==> src/logic/seq_pkg.sv <==
// Constants and types shared by the drive start and inch sequencer.
// Operation
// Three-wire control works only when the run source selects the terminal block.
// Terminal codes 20, 21, 22 give momentary start, momentary stop, direction.
// Any terminal set to momentary stop makes forward and reverse inputs ignored.
// Start is invalid while the stop input is inactive.
// The first output frequency after a run command is the start frequency.
// Ramp setting 00 disables the soft voltage start; 01 to 250 span 4 to 1000 ms.
// Terminal code 06 makes that terminal the inch request input.
// Inch outputs the inch frequency, limited between start frequency and 9.99 Hz.
// Modes 00 to 02 reject inch while running; stop free, decelerated or DC brake.
// Modes 03 to 05 allow inch while running; stop free, decelerated or DC brake.
// Modes 00 to 02 give no inch when forward run comes before inch.
// Modes 03 to 05 inch anyway; inch dropping before forward run gives free run.
// The outside party raises inch before forward or reverse run.
// Modes 02 and 05 need DC braking settings made beforehand.
// Boost mode 01 selects automatic load-dependent boost instead of fixed boost.
// A start edge with stop active latches run in the direction input's sense.
// Terminals are synchronised and debounced before any edge or order check.
package seq_pkg;
  localparam int CLK_PERIOD_NS = 8;
  localparam int DEB_TIME_NS = 1000;
  localparam int DEB_CYC = (DEB_TIME_NS + CLK_PERIOD_NS - 1) / CLK_PERIOD_NS;
  localparam int RAMP_UNIT_NS = 4000000;
  localparam int RAMP_UNIT_CYC = RAMP_UNIT_NS / CLK_PERIOD_NS;
  localparam int RAMP_STEPS = 256;
  localparam int NUM_TERM = 5;
  localparam int NUM_IN = 7;
  localparam int IN_FWD = 5;
  localparam int IN_REV = 6;
  localparam logic [7:0] FN_INCH = 8'h06;
  localparam logic [7:0] FN_START = 8'h14;
  localparam logic [7:0] FN_STOP = 8'h15;
  localparam logic [7:0] FN_DIR = 8'h16;
  localparam logic [7:0] SRC_TERMINAL = 8'h01;
  localparam logic [7:0] BOOST_AUTO = 8'h01;
  localparam logic [7:0] RAMP_OFF = 8'h00;
  localparam logic [7:0] MODE_FREE_HI = 8'h03;
  localparam logic [7:0] MODE_DECEL_LO = 8'h01;
  localparam logic [7:0] MODE_DCB_LO = 8'h02;
  localparam logic [7:0] MODE_DECEL_HI = 8'h04;
  localparam logic [7:0] MODE_DCB_HI = 8'h05;
  localparam logic [9:0] FREQ_MAX = 10'h3e7;
  localparam logic [7:0] VOLT_FULL = 8'hff;
  localparam logic [11:0] ADDR_TERM_A = 12'h000;
  localparam logic [11:0] ADDR_TERM_B = 12'h004;
  localparam logic [11:0] ADDR_MODE = 12'h008;
  localparam logic [11:0] ADDR_FREQ = 12'h00c;
  localparam logic [11:0] ADDR_STATUS = 12'h010;
  localparam logic [11:0] ADDR_OUT = 12'h014;
  localparam logic [11:0] ADDR_RUNF = 12'h018;
  localparam int POS_RUN_SRC = 8;
  localparam int POS_BOOST = 8;
  localparam int POS_RAMP = 16;
  localparam int POS_INCH_F = 16;
  localparam int POS_VOLT = 8;
  localparam int POS_INPUTS = 16;
  localparam logic [9:0] RST_INIT_F = 10'h032;
  localparam logic [9:0] RST_INCH_F = 10'h258;
  localparam logic [9:0] RST_RUN_F = 10'h1f4;

  typedef struct packed {
    logic [NUM_TERM-1:0][7:0] term_fn;
    logic [7:0] run_src;
    logic [7:0] inch_mode;
    logic [7:0] boost;
    logic [7:0] ramp_sel;
    logic [9:0] init_freq;
    logic [9:0] inch_freq;
    logic [9:0] run_freq;
  } cfg_t;

  localparam cfg_t RST_CFG = '{term_fn: '0, run_src: 8'h00, inch_mode: 8'h00,
    boost: 8'h00, ramp_sel: 8'h00, init_freq: RST_INIT_F, inch_freq: RST_INCH_F,
    run_freq: RST_RUN_F};

  typedef enum logic [1:0] {STOP_NONE, STOP_FREE, STOP_DECEL, STOP_DCB} stop_t;
  typedef enum logic [1:0] {ST_IDLE, ST_RUN, ST_INCH} state_t;
endpackage : seq_pkg
==> src/logic/drive_start_inch_seq.sv <==
// Run command sequencer: three-wire start, start frequency, soft ramp and inch.
`timescale 1ns/1ns
`default_nettype none
module drive_start_inch_seq
  import seq_pkg::*;
#(
  parameter int P_RAMP_UNIT_CYC = RAMP_UNIT_CYC
) (
  input wire logic I_CLK, // Control clock, 125 MHz.
  input wire logic I_RST, // Synchronous reset, active high.
  input wire logic [NUM_TERM-1:0] I_TERM, // Intelligent input terminals.
  input wire logic I_FWD, // Forward run input.
  input wire logic I_REV, // Reverse run input.
  input wire logic I_PSEL, // APB select.
  input wire logic I_PENABLE, // APB enable.
  input wire logic I_PWRITE, // APB write.
  input wire logic [11:0] I_PADDR, // APB byte address.
  input wire logic [31:0] I_PWDATA, // APB write data.
  input wire logic [3:0] I_PSTRB, // APB byte strobes.
  output logic [31:0] O_PRDATA, // APB read data.
  output logic O_PREADY, // APB ready.
  output logic O_PSLVERR, // APB error on unmapped address.
  output logic O_RUN, // Motor commanded to run.
  output logic O_DIR, // Direction, high is reverse.
  output logic O_INCH, // Inch operation active.
  output logic [9:0] O_FREQ, // Output frequency, 0.01 Hz units.
  output logic [7:0] O_VOLT, // Output voltage scale, full is 8'hff.
  output logic O_FREE_RUN, // Last stop was free run.
  output logic O_DECEL_STOP, // Last stop was decelerated.
  output logic O_DC_BRAKE, // Last stop uses DC braking.
  output logic O_AUTO_BOOST // Automatic boost selected.
);
  localparam int SUB_CYC = (P_RAMP_UNIT_CYC >= RAMP_STEPS) ? P_RAMP_UNIT_CYC / RAMP_STEPS : 1;

  // ----------------------------------------------------------------
  // Helpers
  // ----------------------------------------------------------------
  function automatic logic term_hit(input logic [NUM_TERM-1:0][7:0] fn,
                                    input logic [7:0] code,
                                    input logic [NUM_TERM-1:0] lvl);
    logic hit;
    hit = 1'b0;
    for (int i = 0; i < NUM_TERM; i++) begin
      hit = hit | (fn[i] == code && lvl[i]);
    end
    return hit;
  endfunction : term_hit

  function automatic logic [9:0] clamp_freq(input logic [9:0] f, input logic [9:0] lo);
    logic [9:0] r;
    r = (f < lo) ? lo : f;
    return (r > FREQ_MAX) ? FREQ_MAX : r;
  endfunction : clamp_freq

  function automatic stop_t stop_kind(input logic [7:0] mode);
    unique case (mode)
      MODE_DECEL_LO, MODE_DECEL_HI: return STOP_DECEL;
      MODE_DCB_LO, MODE_DCB_HI: return STOP_DCB;
      default: return STOP_FREE;
    endcase
  endfunction : stop_kind

  // ----------------------------------------------------------------
  // Input synchroniser and debounce
  // ----------------------------------------------------------------
  logic [NUM_IN-1:0] sync1_r, sync2_r, clean_r, clean_nxt;
  logic [NUM_IN-1:0][7:0] deb_r, deb_nxt;

  // Debounce makes jog and forward ordering independent of contact bounce.
  always_comb begin
    clean_nxt = clean_r;
    deb_nxt = deb_r;
    for (int i = 0; i < NUM_IN; i++) begin
      if (sync2_r[i] == clean_r[i]) begin
        deb_nxt[i] = 8'h00;
      end else if (deb_r[i] == 8'(DEB_CYC - 1)) begin
        deb_nxt[i] = 8'h00;
        clean_nxt[i] = sync2_r[i];
      end else begin
        deb_nxt[i] = deb_r[i] + 8'h01;
      end
    end
  end
  always_ff @(posedge I_CLK) begin
    if (I_RST) begin
      sync1_r <= '0;
      sync2_r <= '0;
      clean_r <= '0;
      deb_r <= '0;
    end else begin
      sync1_r <= {I_REV, I_FWD, I_TERM};
      sync2_r <= sync1_r;
      clean_r <= clean_nxt;
      deb_r <= deb_nxt;
    end
  end

  // ----------------------------------------------------------------
  // Register file on APB
  // ----------------------------------------------------------------
  cfg_t cfg_r, cfg_nxt;
  logic [31:0] prdata_nxt, rd_word, wr_word;
  logic pready_nxt, pslverr_nxt, mapped, access;
  state_t state_r, state_nxt;
  stop_t stop_r, stop_nxt;
  logic dir_r, stop_asg;
  logic [9:0] freq_r;
  logic [7:0] volt_r;
  always_comb begin
    mapped = 1'b1;
    unique case (I_PADDR)
      ADDR_TERM_A: rd_word = cfg_r.term_fn[3:0];
      ADDR_TERM_B: rd_word = {16'h0000, cfg_r.run_src, cfg_r.term_fn[4]};
      ADDR_MODE: rd_word = {8'h00, cfg_r.ramp_sel, cfg_r.boost, cfg_r.inch_mode};
      ADDR_FREQ: rd_word = {6'h00, cfg_r.inch_freq, 6'h00, cfg_r.init_freq};
      ADDR_STATUS: rd_word = {16'h0000, volt_r, 1'b0, stop_asg, stop_r == STOP_DCB,
                              stop_r == STOP_DECEL, stop_r == STOP_FREE,
                              state_r == ST_INCH, dir_r, state_r != ST_IDLE};
      ADDR_OUT: rd_word = {9'h000, clean_r, 6'h00, freq_r};
      ADDR_RUNF: rd_word = {22'h000000, cfg_r.run_freq};
      default: begin
        rd_word = 32'h0000_0000;
        mapped = 1'b0;
      end
    endcase
    for (int b = 0; b < 4; b++) begin
      wr_word[b*8 +: 8] = I_PSTRB[b] ? I_PWDATA[b*8 +: 8] : rd_word[b*8 +: 8];
    end
    // One wait state: ready rises in the second access cycle.
    access = I_PSEL && I_PENABLE && O_PREADY;
    pready_nxt = I_PSEL && I_PENABLE && !O_PREADY;
    prdata_nxt = (pready_nxt && !I_PWRITE) ? rd_word : 32'h0000_0000;
    pslverr_nxt = pready_nxt && !mapped;
    cfg_nxt = cfg_r;
    if (access && I_PWRITE) begin
      unique case (I_PADDR)
        ADDR_TERM_A: cfg_nxt.term_fn[3:0] = wr_word;
        ADDR_TERM_B: begin
          cfg_nxt.term_fn[4] = wr_word[7:0];
          cfg_nxt.run_src = wr_word[POS_RUN_SRC +: 8];
        end
        ADDR_MODE: begin
          cfg_nxt.inch_mode = wr_word[7:0];
          cfg_nxt.boost = wr_word[POS_BOOST +: 8];
          cfg_nxt.ramp_sel = wr_word[POS_RAMP +: 8];
        end
        ADDR_FREQ: begin
          cfg_nxt.init_freq = wr_word[9:0];
          cfg_nxt.inch_freq = wr_word[POS_INCH_F +: 10];
        end
        ADDR_RUNF: cfg_nxt.run_freq = wr_word[9:0];
        default: cfg_nxt = cfg_r;
      endcase
    end
  end
  always_ff @(posedge I_CLK) begin
    if (I_RST) begin
      cfg_r <= RST_CFG;
      O_PRDATA <= 32'h0000_0000;
      O_PREADY <= 1'b0;
      O_PSLVERR <= 1'b0;
    end else begin
      cfg_r <= cfg_nxt;
      O_PRDATA <= prdata_nxt;
      O_PREADY <= pready_nxt;
      O_PSLVERR <= pslverr_nxt;
    end
  end

  // ----------------------------------------------------------------
  // Command decode and sequencing
  // ----------------------------------------------------------------
  logic start_l, stop_l, dirsel_l, inch_l, mode_hi, cmd, cmd_dir, cmd_rise;
  logic start_prev_r, cmd_prev_r, inch_prev_r, tw_run_r, tw_run_nxt, tw_dir_r, tw_dir_nxt;
  logic dir_nxt, entering;
  logic [9:0] freq_nxt, inch_tgt;
  logic [7:0] volt_nxt, acc_r, acc_nxt;
  logic [19:0] sub_r, sub_nxt;
  always_comb begin
    start_l = term_hit(cfg_r.term_fn, FN_START, clean_r[NUM_TERM-1:0]);
    stop_l = term_hit(cfg_r.term_fn, FN_STOP, clean_r[NUM_TERM-1:0]);
    dirsel_l = term_hit(cfg_r.term_fn, FN_DIR, clean_r[NUM_TERM-1:0]);
    inch_l = term_hit(cfg_r.term_fn, FN_INCH, clean_r[NUM_TERM-1:0]);
    stop_asg = term_hit(cfg_r.term_fn, FN_STOP, '1);
    mode_hi = cfg_r.inch_mode >= MODE_FREE_HI && cfg_r.inch_mode <= MODE_DCB_HI;
    tw_run_nxt = tw_run_r;
    tw_dir_nxt = tw_dir_r;
    if (!stop_asg || !stop_l) begin
      tw_run_nxt = 1'b0;
    end else if (start_l && !start_prev_r && cfg_r.run_src == SRC_TERMINAL) begin
      tw_run_nxt = 1'b1;
      tw_dir_nxt = dirsel_l;
    end
    cmd = stop_asg ? tw_run_r : (clean_r[IN_FWD] || clean_r[IN_REV]);
    cmd_dir = stop_asg ? tw_dir_r : (clean_r[IN_REV] && !clean_r[IN_FWD]);
    cmd_rise = cmd && !cmd_prev_r;
    state_nxt = state_r;
    stop_nxt = stop_r;
    unique case (state_r)
      ST_IDLE: begin
        if (cmd_rise) begin
          // Inch wins if it was up a cycle before the run command, or in modes 03 to 05 if it is up at all.
          state_nxt = (inch_l && (inch_prev_r || mode_hi)) ? ST_INCH : ST_RUN;
        end
      end
      ST_RUN: begin
        if (!cmd) begin
          state_nxt = ST_IDLE;
          stop_nxt = STOP_DECEL;
        end else if (mode_hi && inch_l && !inch_prev_r) begin
          state_nxt = ST_INCH;
        end
      end
      ST_INCH: begin
        if (!cmd) begin
          state_nxt = ST_IDLE;
          stop_nxt = stop_kind(cfg_r.inch_mode);
        end else if (!inch_l) begin
          state_nxt = ST_IDLE;
          stop_nxt = mode_hi ? STOP_FREE : stop_kind(cfg_r.inch_mode);
        end
      end
    endcase
    if (state_r == ST_IDLE && state_nxt != ST_IDLE) begin
      stop_nxt = STOP_NONE;
    end
    dir_nxt = (state_nxt == ST_IDLE) ? dir_r : cmd_dir;
    entering = state_r == ST_IDLE && state_nxt != ST_IDLE;
    inch_tgt = clamp_freq(cfg_r.inch_freq, cfg_r.init_freq);
    unique case (state_nxt)
      ST_IDLE: freq_nxt = 10'h000;
      ST_RUN: freq_nxt = entering ? cfg_r.init_freq
                                  : clamp_freq(cfg_r.run_freq, cfg_r.init_freq);
      ST_INCH: freq_nxt = entering ? cfg_r.init_freq : inch_tgt;
    endcase
    // Soft ramp: volt steps once per ramp_sel sub ticks, reaching full in ramp_sel units.
    sub_nxt = 20'h00000;
    acc_nxt = 8'h00;
    volt_nxt = 8'h00;
    if (state_nxt == ST_INCH) begin
      volt_nxt = VOLT_FULL;
    end else if (state_nxt == ST_RUN) begin
      if (cfg_r.ramp_sel == RAMP_OFF) begin
        volt_nxt = VOLT_FULL;
      end else if (!entering) begin
        volt_nxt = volt_r;
        acc_nxt = acc_r;
        sub_nxt = sub_r + 20'h00001;
        if (volt_r == VOLT_FULL) begin
          sub_nxt = 20'h00000;
        end else if (sub_r == 20'(SUB_CYC - 1)) begin
          sub_nxt = 20'h00000;
          acc_nxt = acc_r + 8'h01;
          if (acc_nxt >= cfg_r.ramp_sel) begin
            acc_nxt = 8'h00;
            volt_nxt = volt_r + 8'h01;
          end
        end
      end
    end
  end
  always_ff @(posedge I_CLK) begin
    if (I_RST) begin
      start_prev_r <= 1'b0;
      cmd_prev_r <= 1'b0;
      inch_prev_r <= 1'b0;
      tw_run_r <= 1'b0;
      tw_dir_r <= 1'b0;
      state_r <= ST_IDLE;
      stop_r <= STOP_NONE;
      dir_r <= 1'b0;
      freq_r <= 10'h000;
      volt_r <= 8'h00;
      acc_r <= 8'h00;
      sub_r <= 20'h00000;
      O_RUN <= 1'b0;
      O_DIR <= 1'b0;
      O_INCH <= 1'b0;
      O_FREQ <= 10'h000;
      O_VOLT <= 8'h00;
      O_FREE_RUN <= 1'b0;
      O_DECEL_STOP <= 1'b0;
      O_DC_BRAKE <= 1'b0;
      O_AUTO_BOOST <= 1'b0;
    end else begin
      start_prev_r <= start_l;
      cmd_prev_r <= cmd;
      inch_prev_r <= inch_l;
      tw_run_r <= tw_run_nxt;
      tw_dir_r <= tw_dir_nxt;
      state_r <= state_nxt;
      stop_r <= stop_nxt;
      dir_r <= dir_nxt;
      freq_r <= freq_nxt;
      volt_r <= volt_nxt;
      acc_r <= acc_nxt;
      sub_r <= sub_nxt;
      O_RUN <= state_nxt != ST_IDLE;
      O_DIR <= dir_nxt;
      O_INCH <= state_nxt == ST_INCH;
      O_FREQ <= freq_nxt;
      O_VOLT <= volt_nxt;
      O_FREE_RUN <= stop_nxt == STOP_FREE;
      O_DECEL_STOP <= stop_nxt == STOP_DECEL;
      O_DC_BRAKE <= stop_nxt == STOP_DCB;
      O_AUTO_BOOST <= cfg_r.boost == BOOST_AUTO;
    end
  end
endmodule : drive_start_inch_seq
`default_nettype wire

==> config.mk <==
export PLATFORM = sky130hd
export DESIGN_NAME = drive_start_inch_seq
export DESIGN_NICKNAME = d
export VERILOG_FILES = /design/src/logic/seq_pkg.sv /design/src/logic/drive_start_inch_seq.sv
export SDC_FILE = /design/constraint.sdc
export NUM_CORES = 1
export LEC_CHECK = 0
export BUFFER_PORTS_ARGS = -buffer_cell sky130_fd_sc_hd__buf_2
export CAP_MARGIN = 20
export CORE_UTILIZATION = 30
export DETAILED_ROUTE_END_ITERATION = 8
export PLACE_DENSITY_LB_ADDON = 0.25
export SYNTH_ARGS = -nofsm -noshare
export SYNTH_HDL_FRONTEND = slang
export SYNTH_SLANG_ARGS = --single-unit
==> constraint.sdc <==
create_clock -name I_CLK -period 4.1 [get_ports I_CLK]
set_input_delay 0.615 -clock I_CLK [delete_from_list [all_inputs] [get_ports I_CLK]]
set_output_delay 0.615 -clock I_CLK [all_outputs]
set_load 0.05 [all_outputs]
# Yosys cells after proc, flatten, opt, wreduce, memory -nomap -nowiden
# Index checks and enable logic that the tools add are counted.
[word_totals]
regBits = 275
input_bits = 60
output_inout_bits = 59
word_cells = 277
[op_classes]
addsub = 10
n_lt_le_gt_ge = 7
n_eq_ne = 61
n_mux = 37
bitwise = 31
reduce_logical = 82
[op_table]
columns = ["operator", "count"]
rows = [
  ["case mux 32 bit (7 select lines)", 1],
  ["equality test 8 x 5 -> 1 bit, second input constant", 15],
  ["2-to-1 mux 8 bit", 12],
  ["adder 8 x 1 -> 8 bit, second input constant", 9],
  ["2-to-1 mux 10 bit", 6],
  ["equality test 8 x 3 -> 1 bit, second input constant", 7],
  ["equality test 8 x 7 -> 1 bit, second input constant", 7],
  ["equality test 12 x 5 -> 1 bit, second input constant", 3],
  ["logical AND 1 bit", 35],
  ["case mux 10 bit (3 select lines)", 1],
  ["AND reduction 2 bit", 14],
  ["equality test 12 x 4 -> 1 bit, second input constant", 2],
  ["equality test 8 x 1 -> 1 bit, second input constant", 3],
  ["2-to-1 mux 2 bit", 11],
  ["OR reduction 3 bit", 7],
  ["adder 20 x 1 -> 20 bit, second input constant", 1],
  ["equality test 20 x 11 -> 1 bit, second input constant", 1],
  ["greater-than comparator 10 bit, second input constant", 2],
  ["less-than comparator 10 bit", 2],
  ["OR 1 bit", 20],
  ["OR reduction 7 bit", 2],
  ["equality test 12 x 3 -> 1 bit, second input constant", 1],
  ["equality test 2 bit, second input constant", 6],
  ["zero test 12 bit", 1],
  ["21 further kinds", 59],
]

# Logic depth before layout (Yosys ltp)
# Gate-level depths: netlist (run 1).
[depth]
depth_word = 17
ltp_mapped = 14
ltp_nobuf = 13

# Worst setup path after synthesis (run 1)
# Ideal clock, no wire load.
[synth_timing]
path_kind = "register to register"
startpoint = "register cfg_r[90] (netlist name)"
endpoint = "register volt_r[1]"
setup_time_ns = 0.116
arrival_time_ns = 2.997
t_required_ns = 3.984
path_slack_ns = 0.987
stages_incl_launch_ff = 12
n_path_buf = 0
synth_period_minus_slack_ns = 3.113
cell_sequence = "dfxtp_1 > nor4b_2 > and3b_4 > a221o_1 > nor3_4 > nor4b_2 > a221oi_2 > ha_1 > nand2_1 > a21oi_1 > nand2_2 > o211a_1"
[synth_via]
elab_chain_cells = 15
word_cells_on_any_way = 31
classes_between = "7 x eq/ne; 12 x mux; 4 x bitwise; 8 x reduce/logical"
[synth_lines]
columns = ["element", "line", "rtl"]
rows = [
  ["start: declaration", "drive_start_inch_seq.sv:101", "cfg_t cfg_r, cfg_nxt;"],
  ["start signal: assignment", "drive_start_inch_seq.sv:163", "cfg_r <= cfg_nxt;"],
  ["equality test 8 x 3 -> 1 bit", "drive_start_inch_seq.sv:44", "hit = hit | (fn[i] == code && lvl[i]);"],
  ["logical AND 1 bit", "drive_start_inch_seq.sv:44", ""],
  ["OR 1 bit (2 in series)", "drive_start_inch_seq.sv:44", ""],
  ["logical AND 1 bit (2 in series)", "drive_start_inch_seq.sv:210", "end else if (mode_hi && inch_l && !inch_prev_r) begin"],
  ["2-to-1 mux 2 bit", "drive_start_inch_seq.sv:210", ""],
  ["2-to-1 mux 2 bit", "drive_start_inch_seq.sv:207", "if (!cmd) begin"],
  ["case mux 2 bit (3 select lines) *", "drive_start_inch_seq.sv:199", "unique case (state_r)"],
  ["nonzero test 2 bit", "drive_start_inch_seq.sv:228", "entering = state_r == ST_IDLE && state_nxt != ST_IDLE;"],
  ["logical AND 1 bit", "drive_start_inch_seq.sv:228", ""],
  ["2-to-1 mux 8 bit", "drive_start_inch_seq.sv:245", "end else if (!entering) begin"],
  ["2-to-1 mux 8 bit", "drive_start_inch_seq.sv:243", "if (cfg_r.ramp_sel == RAMP_OFF) begin"],
  ["2-to-1 mux 8 bit", "drive_start_inch_seq.sv:242", "end else if (state_nxt == ST_RUN) begin"],
  ["2-to-1 mux 8 bit", "drive_start_inch_seq.sv:240", "if (state_nxt == ST_INCH) begin"],
  ["end signal: assignment", "drive_start_inch_seq.sv:295", "volt_r <= volt_nxt;"],
  ["end: declaration", "drive_start_inch_seq.sv:108", "logic [7:0] volt_r;"],
]
# Mark *: on every way between the ends. The rest lies on a longest branch, timed or not.
# A chain may end at the register's enable or synchronous reset.

# Worst setup path after layout (run 1)
[layout_timing]
startpoint = "register cfg_r[74] (netlist name)"
endpoint = "register freq_r[2]"
[layout_via]
elab_chain_cells = 15
word_cells_on_any_way = 31
classes_between = "4 x eq/ne; 11 x mux; 8 x bitwise; 8 x reduce/logical"
[layout_lines]
columns = ["element", "line", "rtl"]
rows = [
  ["equality test 8 x 3 -> 1 bit", "drive_start_inch_seq.sv:44", ""],
  ["logical AND 1 bit", "drive_start_inch_seq.sv:44", ""],
  ["OR 1 bit (4 in series)", "drive_start_inch_seq.sv:44", ""],
  ["logical AND 1 bit (2 in series)", "drive_start_inch_seq.sv:210", ""],
  ["2-to-1 mux 2 bit", "drive_start_inch_seq.sv:210", ""],
  ["2-to-1 mux 2 bit", "drive_start_inch_seq.sv:207", ""],
  ["case mux 2 bit (3 select lines) *", "drive_start_inch_seq.sv:199", ""],
  ["nonzero test 2 bit", "drive_start_inch_seq.sv:228", ""],
  ["logical AND 1 bit", "drive_start_inch_seq.sv:228", ""],
  ["2-to-1 mux 10 bit (on tied branches)", "drive_start_inch_seq.sv:234, drive_start_inch_seq.sv:232", ""],
  ["case mux 10 bit (3 select lines) *", "drive_start_inch_seq.sv:230", "unique case (state_nxt)"],
  ["end signal: assignment", "drive_start_inch_seq.sv:294", "freq_r <= freq_nxt;"],
  ["end: declaration", "drive_start_inch_seq.sv:107", "logic [9:0] freq_r;"],
]
# Marked as above.

==> results of run 1 <==
## layer usage
| metal | up-vias | routed length [um] |
|---|---|---|
| li1 | 5720 | - |
| met2 | 387 | 19200 |
| met3 | 86 | 2420 |
| met4 | 0 | 1230 |
| met1 | 5522 | 19500 |
| met5 | - | 0 |
## cell usage after synthesis (5+ instances only)
cell type | count | share of area, %
o211ai_1 | 9 | 0.52
a31o_1 | 7 | 0.47
and3_1 | 41 | 2.0
o22ai_1 | 5 | 0.24
a21o_1 | 11 | 0.63
o32ai_1 | 5 | 0.34
nor4_1 | 14 | 0.67
a222oi_1 | 7 | 0.54
clkbuf_1 | 59 | 1.7
xnor2_1 | 32 | 2.2
nand3_1 | 70 | 2.7
mux2_2 | 14 | 1.2
a21oi_1 | 144 | 5.5
xor2_1 | 48 | 3.2
nand4_1 | 14 | 0.67
and2_1 | 7 | 0.34
nor2_1 | 164 | 4.7
o31ai_1 | 6 | 0.35
a22oi_1 | 47 | 2.7
nand2b_1 | 15 | 0.72
nand3b_1 | 11 | 0.63
nor3b_1 | 7 | 0.40
dfxtp_1 | 275 | 42
nand2_1 | 235 | 6.8
or4_1 | 5 | 0.29
nor3_1 | 16 | 0.62
nor2b_1 | 24 | 1.2
mux2i_1 | 29 | 2.2
ha_1 | 50 | 4.8
o21ai_0 | 33 | 1.3
inv_1 | 72 | 2.1
## registers in the layout, indices dropped and copies added, names as in the netlist, 2 cells and up
name      cells
acc_r         8
state_r       2
sync2_r       7
sync1_r       7
cfg_r       102
stop_r        2
sub_r        20
O_PRDATA     32
deb_r        56
clean_r       7
volt_r        8
freq_r       10
## through the flow
step	power, mW	hold WS (ns)	instances
after floorplan	2.82	0.414	1561
after global placement	2.89	0.425	2237
after detailed placement	2.89	0.429	2237
after CTS	6.04	0.284	2296
after global routing	6.16	0.294	2297
final	5.98	0.313	2298
## critical path: stages (launching register included)
cell,delay (ns)
dfxtp_1,0.38
nor4bb_1,0.43
nand3_1,0.19
nor2b_1,0.21
a21oi_2,0.31
nor2_1,0.15
a221oi_2,0.42
ha_1,0.32
nand2b_1,0.33
a41oi_2,0.36
o32ai_1,0.40
o32ai_1,0.14
## kinds of logic after synthesis
kind of cell,after synthesis,share of synthesized area [%]
simple gates,659,24.4
mux,44,3.56
buf+inv,136,4.00
flops,275,42.3
fa+ha+maj,50,4.80
xor+xnor,80,5.38
compound gates,317,15.6
## area by class of cell
type                            count  area, um^2  share of cell area, %
Antenna cell                        2        5.00                 0.0321
Clock inverter                     10         161                   1.03
Inverter                           73         274                   1.76
Sequential cell                   275        5510                   35.3
Clock buffer                       49         998                   6.40
Tap cell                          577         722                   4.62
Timing Repair Buffer              162         923                   5.91
Multi-Input combinational cell   1150        7020                   45.0
## worst paths after layout
path	from	to	slack (ns)	cells past startpoint
worst min-delay path	I_TERM[0]	sync1_r[0]	0.31	2
worst max-delay path	cfg_r[74]	freq_r[2]	0.33	11
worst min register to register	sync1_r[6]	sync2_r[6]	0.44	1
worst max register to register	cfg_r[74]	freq_r[2]	0.33	11
## power groups by stage
stage / Combinational (mW) / Sequential, mW / Clock [mW]
5_1_grt: 0.156 / 2.69 / 3.32
6_report: 0.143 / 2.69 / 3.14
3_3_place_gp: 0.144 / 2.75 / 0
2_1_floorplan: 0.0711 / 2.75 / 0
4_1_cts: 0.145 / 2.69 / 3.21
3_5_place_dp: 0.144 / 2.75 / 0
==> impl_metrics.py, run 1 <==
metrics = {
    "status": {
        "outcome": "finished, final reports clean",
    },
    "power": {
        "internal_power_mw": 4.68,
        "switchingPower_mw": 1.30,
        "p_seq_share_pct": 45.0,
        "p_leak_nw": 6.03,
        "netSwitchingFraction_pct": 21.7,
        "power_per_cell_area_mw_per_mm2": 383,
        "pwr-share-clk_pct": 52.6,
        "comb_power_share_pct": 2.4,
        "max-vdd-ir-drop_uv": 258,
    },
    "route": {
        "viasPerCell": 5.10,
        "drt_pass1_iterations": 6,
        "drc": 0,
        "num_vias": 11700,
        "ant_nets": 0,
        "drt_first_iter_violations": 939,
        "wl_per_cell_um": 18.4,
        "wirelength_mm": 42.4,
    },
    "grt": {
        "track_usage_pct": 19.1,
        "met2_usage_pct": 30.8,
        "grtUsageMet1_pct": 25.6,
        "met3_usage_pct": 3.22,
        "grt_pass1_vias": 11300,
        "grt-ovfl-total": 0,
        "grt_start_max_net_pins": 66,
        "grt_busiest_layer": "met2",
        "antenna_found_initial": 1,
        "grt_pass1_wl_mm": 65.1,
    },
    "clock_tree": {
        "max-clock-path-buffers": 3,
        "worstSkewPairLatency_ns": 0.54,
        "postCtsHoldBufs": 0,
        "post_cts_buffers": 0,
        "clock-root-buffer": "clkbuf_16",
        "cts.sinks": 275,
        "numCtsBuffers": 34,
        "cts.clk_slew.worst_paths_ns": 0.06,
        "tritoncts": "yes",
        "cts.repair.resized": 0,
        "cts_max_level": 2,
    },
    "final_layout": {
        "layout_common_cells": "275 x dfxtp_1, 235 x nand2_1, 164 x nor2_1",
        "fillers": 4482,
        "fin_util_pct": 36.8,
        "final_common_cell": "dfxtp_1",
        "layout-drive-gt1-share_pct": 14.5,
        "area_delta_synth_final_pct": 19.9,
        "nets": 1806,
        "final_cell_area_mm2": 0.0156,
    },
    "floorplanning": {
        "die_w_um": 210,
        "ioPinCount": 119,
        "coreArea_mm2": 0.0424,
        "rows": 75,
        "start_util_pct": 30.7,
        "die_h_um": 210,
        "die_area_mm2": 0.0442,
    },
    "synthesis": {
        "syn_area_per_cell_um2": 8.34,
        "synth-async-reset-ratio_pct": 0,
        "ys_ff_latch": 275,
        "yosys_most_used_dff": "dfxtp_1",
        "syn_inst": 1561,
        "synthesis.area_mm2": 0.0130,
        "synth_cell_types": 81,
        "yosysSeqAreaShare_pct": 42.3,
        "yosysWarnings": 0,
        "synth_edf_count": 0,
        "synth_fp_nets": 1671,
    },
    "sta": {
        "tightest_slew_ns": 0.820,
        "setup_slack_ns": 0.327,
        "relSlewSlack_pct": 45.1,
        "period_minus_slack_ns": 3.77,
        "final.setup.tns_ns": 0,
        "drv_slew": 0,
        "fin_crit_sh_pct": 92.0,
        "clock.fmax_ghz": 0.265,
        "rsz0062_at_grt": "false",
        "setup_viol": 0,
        "fin_skew_ns": 0.0210,
        "hold_viol_final": 0,
    },
    "place": {
        "placed_area_mm2": 0.0144,
        "portBuffers": 118,
        "gp_congestion": 0.904,
        "dp_slack_ns": 0.447,
        "hpwl_mm": 31.4,
    },
    "setup_path": {
        "crit_path_start_kind": "flop",
        "crit_path_max_fanout": 7,
        "critPathKind": "reg -> reg",
        "required_ns": 4.51,
        "arrival_ns": 4.18,
        "crit_path_end_kind": "flop",
    },
    "run": {
        "cap_violations": 0,
    },
    "worst_hold_path": {
        "hold_class": "in -> reg",
    },
}
(Power assumes the default switching activity.)
==> run 2: changes to the inputs <==
--- a/config.mk
+++ b/config.mk
@@ -10,6 +10,7 @@
 export CORE_UTILIZATION = 30
 export DETAILED_ROUTE_END_ITERATION = 8
 export PLACE_DENSITY_LB_ADDON = 0.25
+export RECOVER_POWER = 25
 export SYNTH_ARGS = -nofsm -noshare
 export SYNTH_HDL_FRONTEND = slang
 export SYNTH_SLANG_ARGS = --single-unit
==> run 2 against run 1 <==
- global-route usage did not move
- critical path depth did not move
- design area fell by 0.18%
- the flow now finishes with violations (max-capacitance violations, max-slew violations)
- first-iteration DRC count rose by 13%
- worst setup slack got worse by 0.028 ns
- clock skew rose by 0.00072 ns
- critical path type unchanged
- via count rose by 0.49%
- wire length barely moved
- largest cell class unchanged
- final cell count barely moved
- power barely moved
==> impl_metrics.py, run 2 (same netlist as run 1, synthesis figures left out) <==
metrics = {
    "status": {
        "outcome": "finished with violations",
        "violations": "max-capacitance violations, max-slew violations",
    },
    "grt": {
        "grt_pass1_wl_mm": 65.1,
        "grt_start_max_net_pins": 66,
        "grt-ovfl-total": 0,
        "track_usage_pct": 19.1,
        "antenna_found_initial": 1,
        "grt_pass1_vias": 11300,
    },
    "route": {
        "num_vias": 11800,
        "drt_pass1_iterations": 7,
        "wirelength_mm": 42.4,
        "ant_nets": 0,
        "drt_first_iter_violations": 1059,
        "viasPerCell": 5.12,
        "wl_per_cell_um": 18.4,
        "drc": 0,
    },
    "place": {
        "gp_congestion": 0.904,
        "hpwl_mm": 31.4,
        "placed_area_mm2": 0.0144,
        "dp_slack_ns": 0.447,
        "portBuffers": 118,
        "placedCellCount": 2237,
    },
    "power": {
        "p_leak_nw": 5.97,
        "max-vdd-ir-drop_uv": 259,
        "power_per_cell_area_mw_per_mm2": 384,
        "total_power_mw": 5.98,
    },
    "final_layout": {
        "largest-register": "cfg_r",
        "largest_reg_flops": 102,
        "fillers": 4483,
        "reg_top3": "cfg_r: 102 flops, deb_r: 56 flops, O_PRDATA: 32 flops",
        "layout_common_cells": "275 x dfxtp_1, 235 x nand2_1, 164 x nor2_1",
        "final_common_cell": "dfxtp_1",
        "layout-drive-gt1-share_pct": 13.7,
        "stdcell_count": 2297,
        "fin_util_pct": 36.7,
        "area_delta_synth_final_pct": 19.7,
        "nets": 1806,
        "final_cell_area_mm2": 0.0156,
    },
    "clock_tree": {
        "max-clock-path-buffers": 3,
        "cts_max_level": 2,
        "post_cts_buffers": 0,
        "cts.clk_slew.worst_paths_ns": 0.06,
        "cts.sinks": 275,
        "clock-root-buffer": "clkbuf_16",
        "cts.repair.resized": 0,
        "tritoncts": "yes",
        "postCtsHoldBufs": 0,
        "numCtsBuffers": 34,
        "worstSkewPairLatency_ns": 0.54,
    },
    "setup_path": {
        "crit_path_max_fanout": 7,
        "arrival_ns": 4.21,
        "cpLargestDelayFamily": "compound AO/OA/AOI/OAI gates",
        "crit_path_end_kind": "flop",
        "crit_path_start_kind": "flop",
        "crit_buf_inv": 0,
        "cp_slowest_cell": "nor4bb_1",
        "critPathKind": "reg -> reg",
        "max_stage_delay_ns": 0.43,
        "required_ns": 4.51,
        "crit_top_cell": "o32ai_1",
        "crit_chain": "nor4bb_1 > nand3_1 > nor2b_1 > a21oi_2 > nor2_1 > a221oi_2 > ha_1 > nand2b_1 > a41oi_2 > o32ai_1 > o32ai_1",
    },
    "sta": {
        "clock.fmax_ghz": 0.263,
        "final.setup.tns_ns": 0,
        "hold_viol_final": 0,
        "fin_skew_ns": 0.0218,
        "drv_slew": 52,
        "period_minus_slack_ns": 3.80,
        "relSlewSlack_pct": -59.9,
        "setup_slack_ns": 0.300,
        "tightest_slew_ns": 2.40,
        "setup_viol": 0,
        "rsz0062_at_grt": "false",
        "whs_ns": 0.312,
        "fin_crit_sh_pct": 92.7,
    },
    "floorplanning": {
        "die_area_mm2": 0.0442,
        "coreArea_mm2": 0.0424,
        "die_h_um": 210,
        "rows": 75,
        "ioPinCount": 119,
        "start_util_pct": 30.7,
        "die_w_um": 210,
    },
    "run": {
        "cap_violations": 1,
    },
    "worst_hold_path": {
        "hold_class": "in -> reg",
    },
}
-- run 2: changes by cell type in the layout (fill, tap and decap cells not counted), sizes merged --
cell    change
buf        -15
clkbuf     +15
diode       -1
-- run 2: worst paths after layout --
check / endpoint / cells after the start / slack (ns) / startpoint
worst max-delay path: freq_r[2] / 11 / 0.30 / cfg_r[74]
worst min-delay path: sync1_r[0] / 2 / 0.31 / I_TERM[0]
worst max register to register: freq_r[2] / 11 / 0.30 / cfg_r[74]
worst min register to register: sync2_r[6] / 1 / 0.44 / sync1_r[6]
-- run 2: power breakdown --
part           internal, mW  total [mW]  leakage, nW  switching (mW)
registers              2.68        2.69         2.22         0.00663
clock network          1.94        3.15        0.559            1.20
logic                0.0511       0.143         3.19          0.0918
total                  4.68        5.98         5.97            1.30
-- run 2: worst reg2reg max path, cell delays in order (launching register included) --
cell and delay [ns]:
dfxtp_1 0.39, nor4bb_1 0.43, nand3_1 0.19, nor2b_1 0.22
a21oi_2 0.31, nor2_1 0.15, a221oi_2 0.43, ha_1 0.32
nand2b_1 0.34, a41oi_2 0.36, o32ai_1 0.41, o32ai_1 0.14
-- run 2: cell type report --
| class | count | area [um^2] | share of cell area [%] |
|---|---|---|---|
| Sequential cell | 275 | 5510 | 35.3 |
| Tap cell | 577 | 722 | 4.63 |
| Multi-Input combinational cell | 1150 | 7020 | 45.1 |
| Timing Repair Buffer | 162 | 898 | 5.76 |
| Inverter | 73 | 274 | 1.76 |
| Clock inverter | 10 | 161 | 1.04 |
| Clock buffer | 49 | 998 | 6.41 |
| Antenna cell | 1 | 2.50 | 0.0161 |
-- run 2: per-layer routing --
metal | wire, um | up-vias | track usage, %
met4 | 1310 | 0 | 6.90
met3 | 2440 | 94 | 3.22
met5 | 0 | - | 0
met2 | 19100 | 392 | 30.8
met1 | 19500 | 5565 | 25.6
li1 | - | 5721 | -
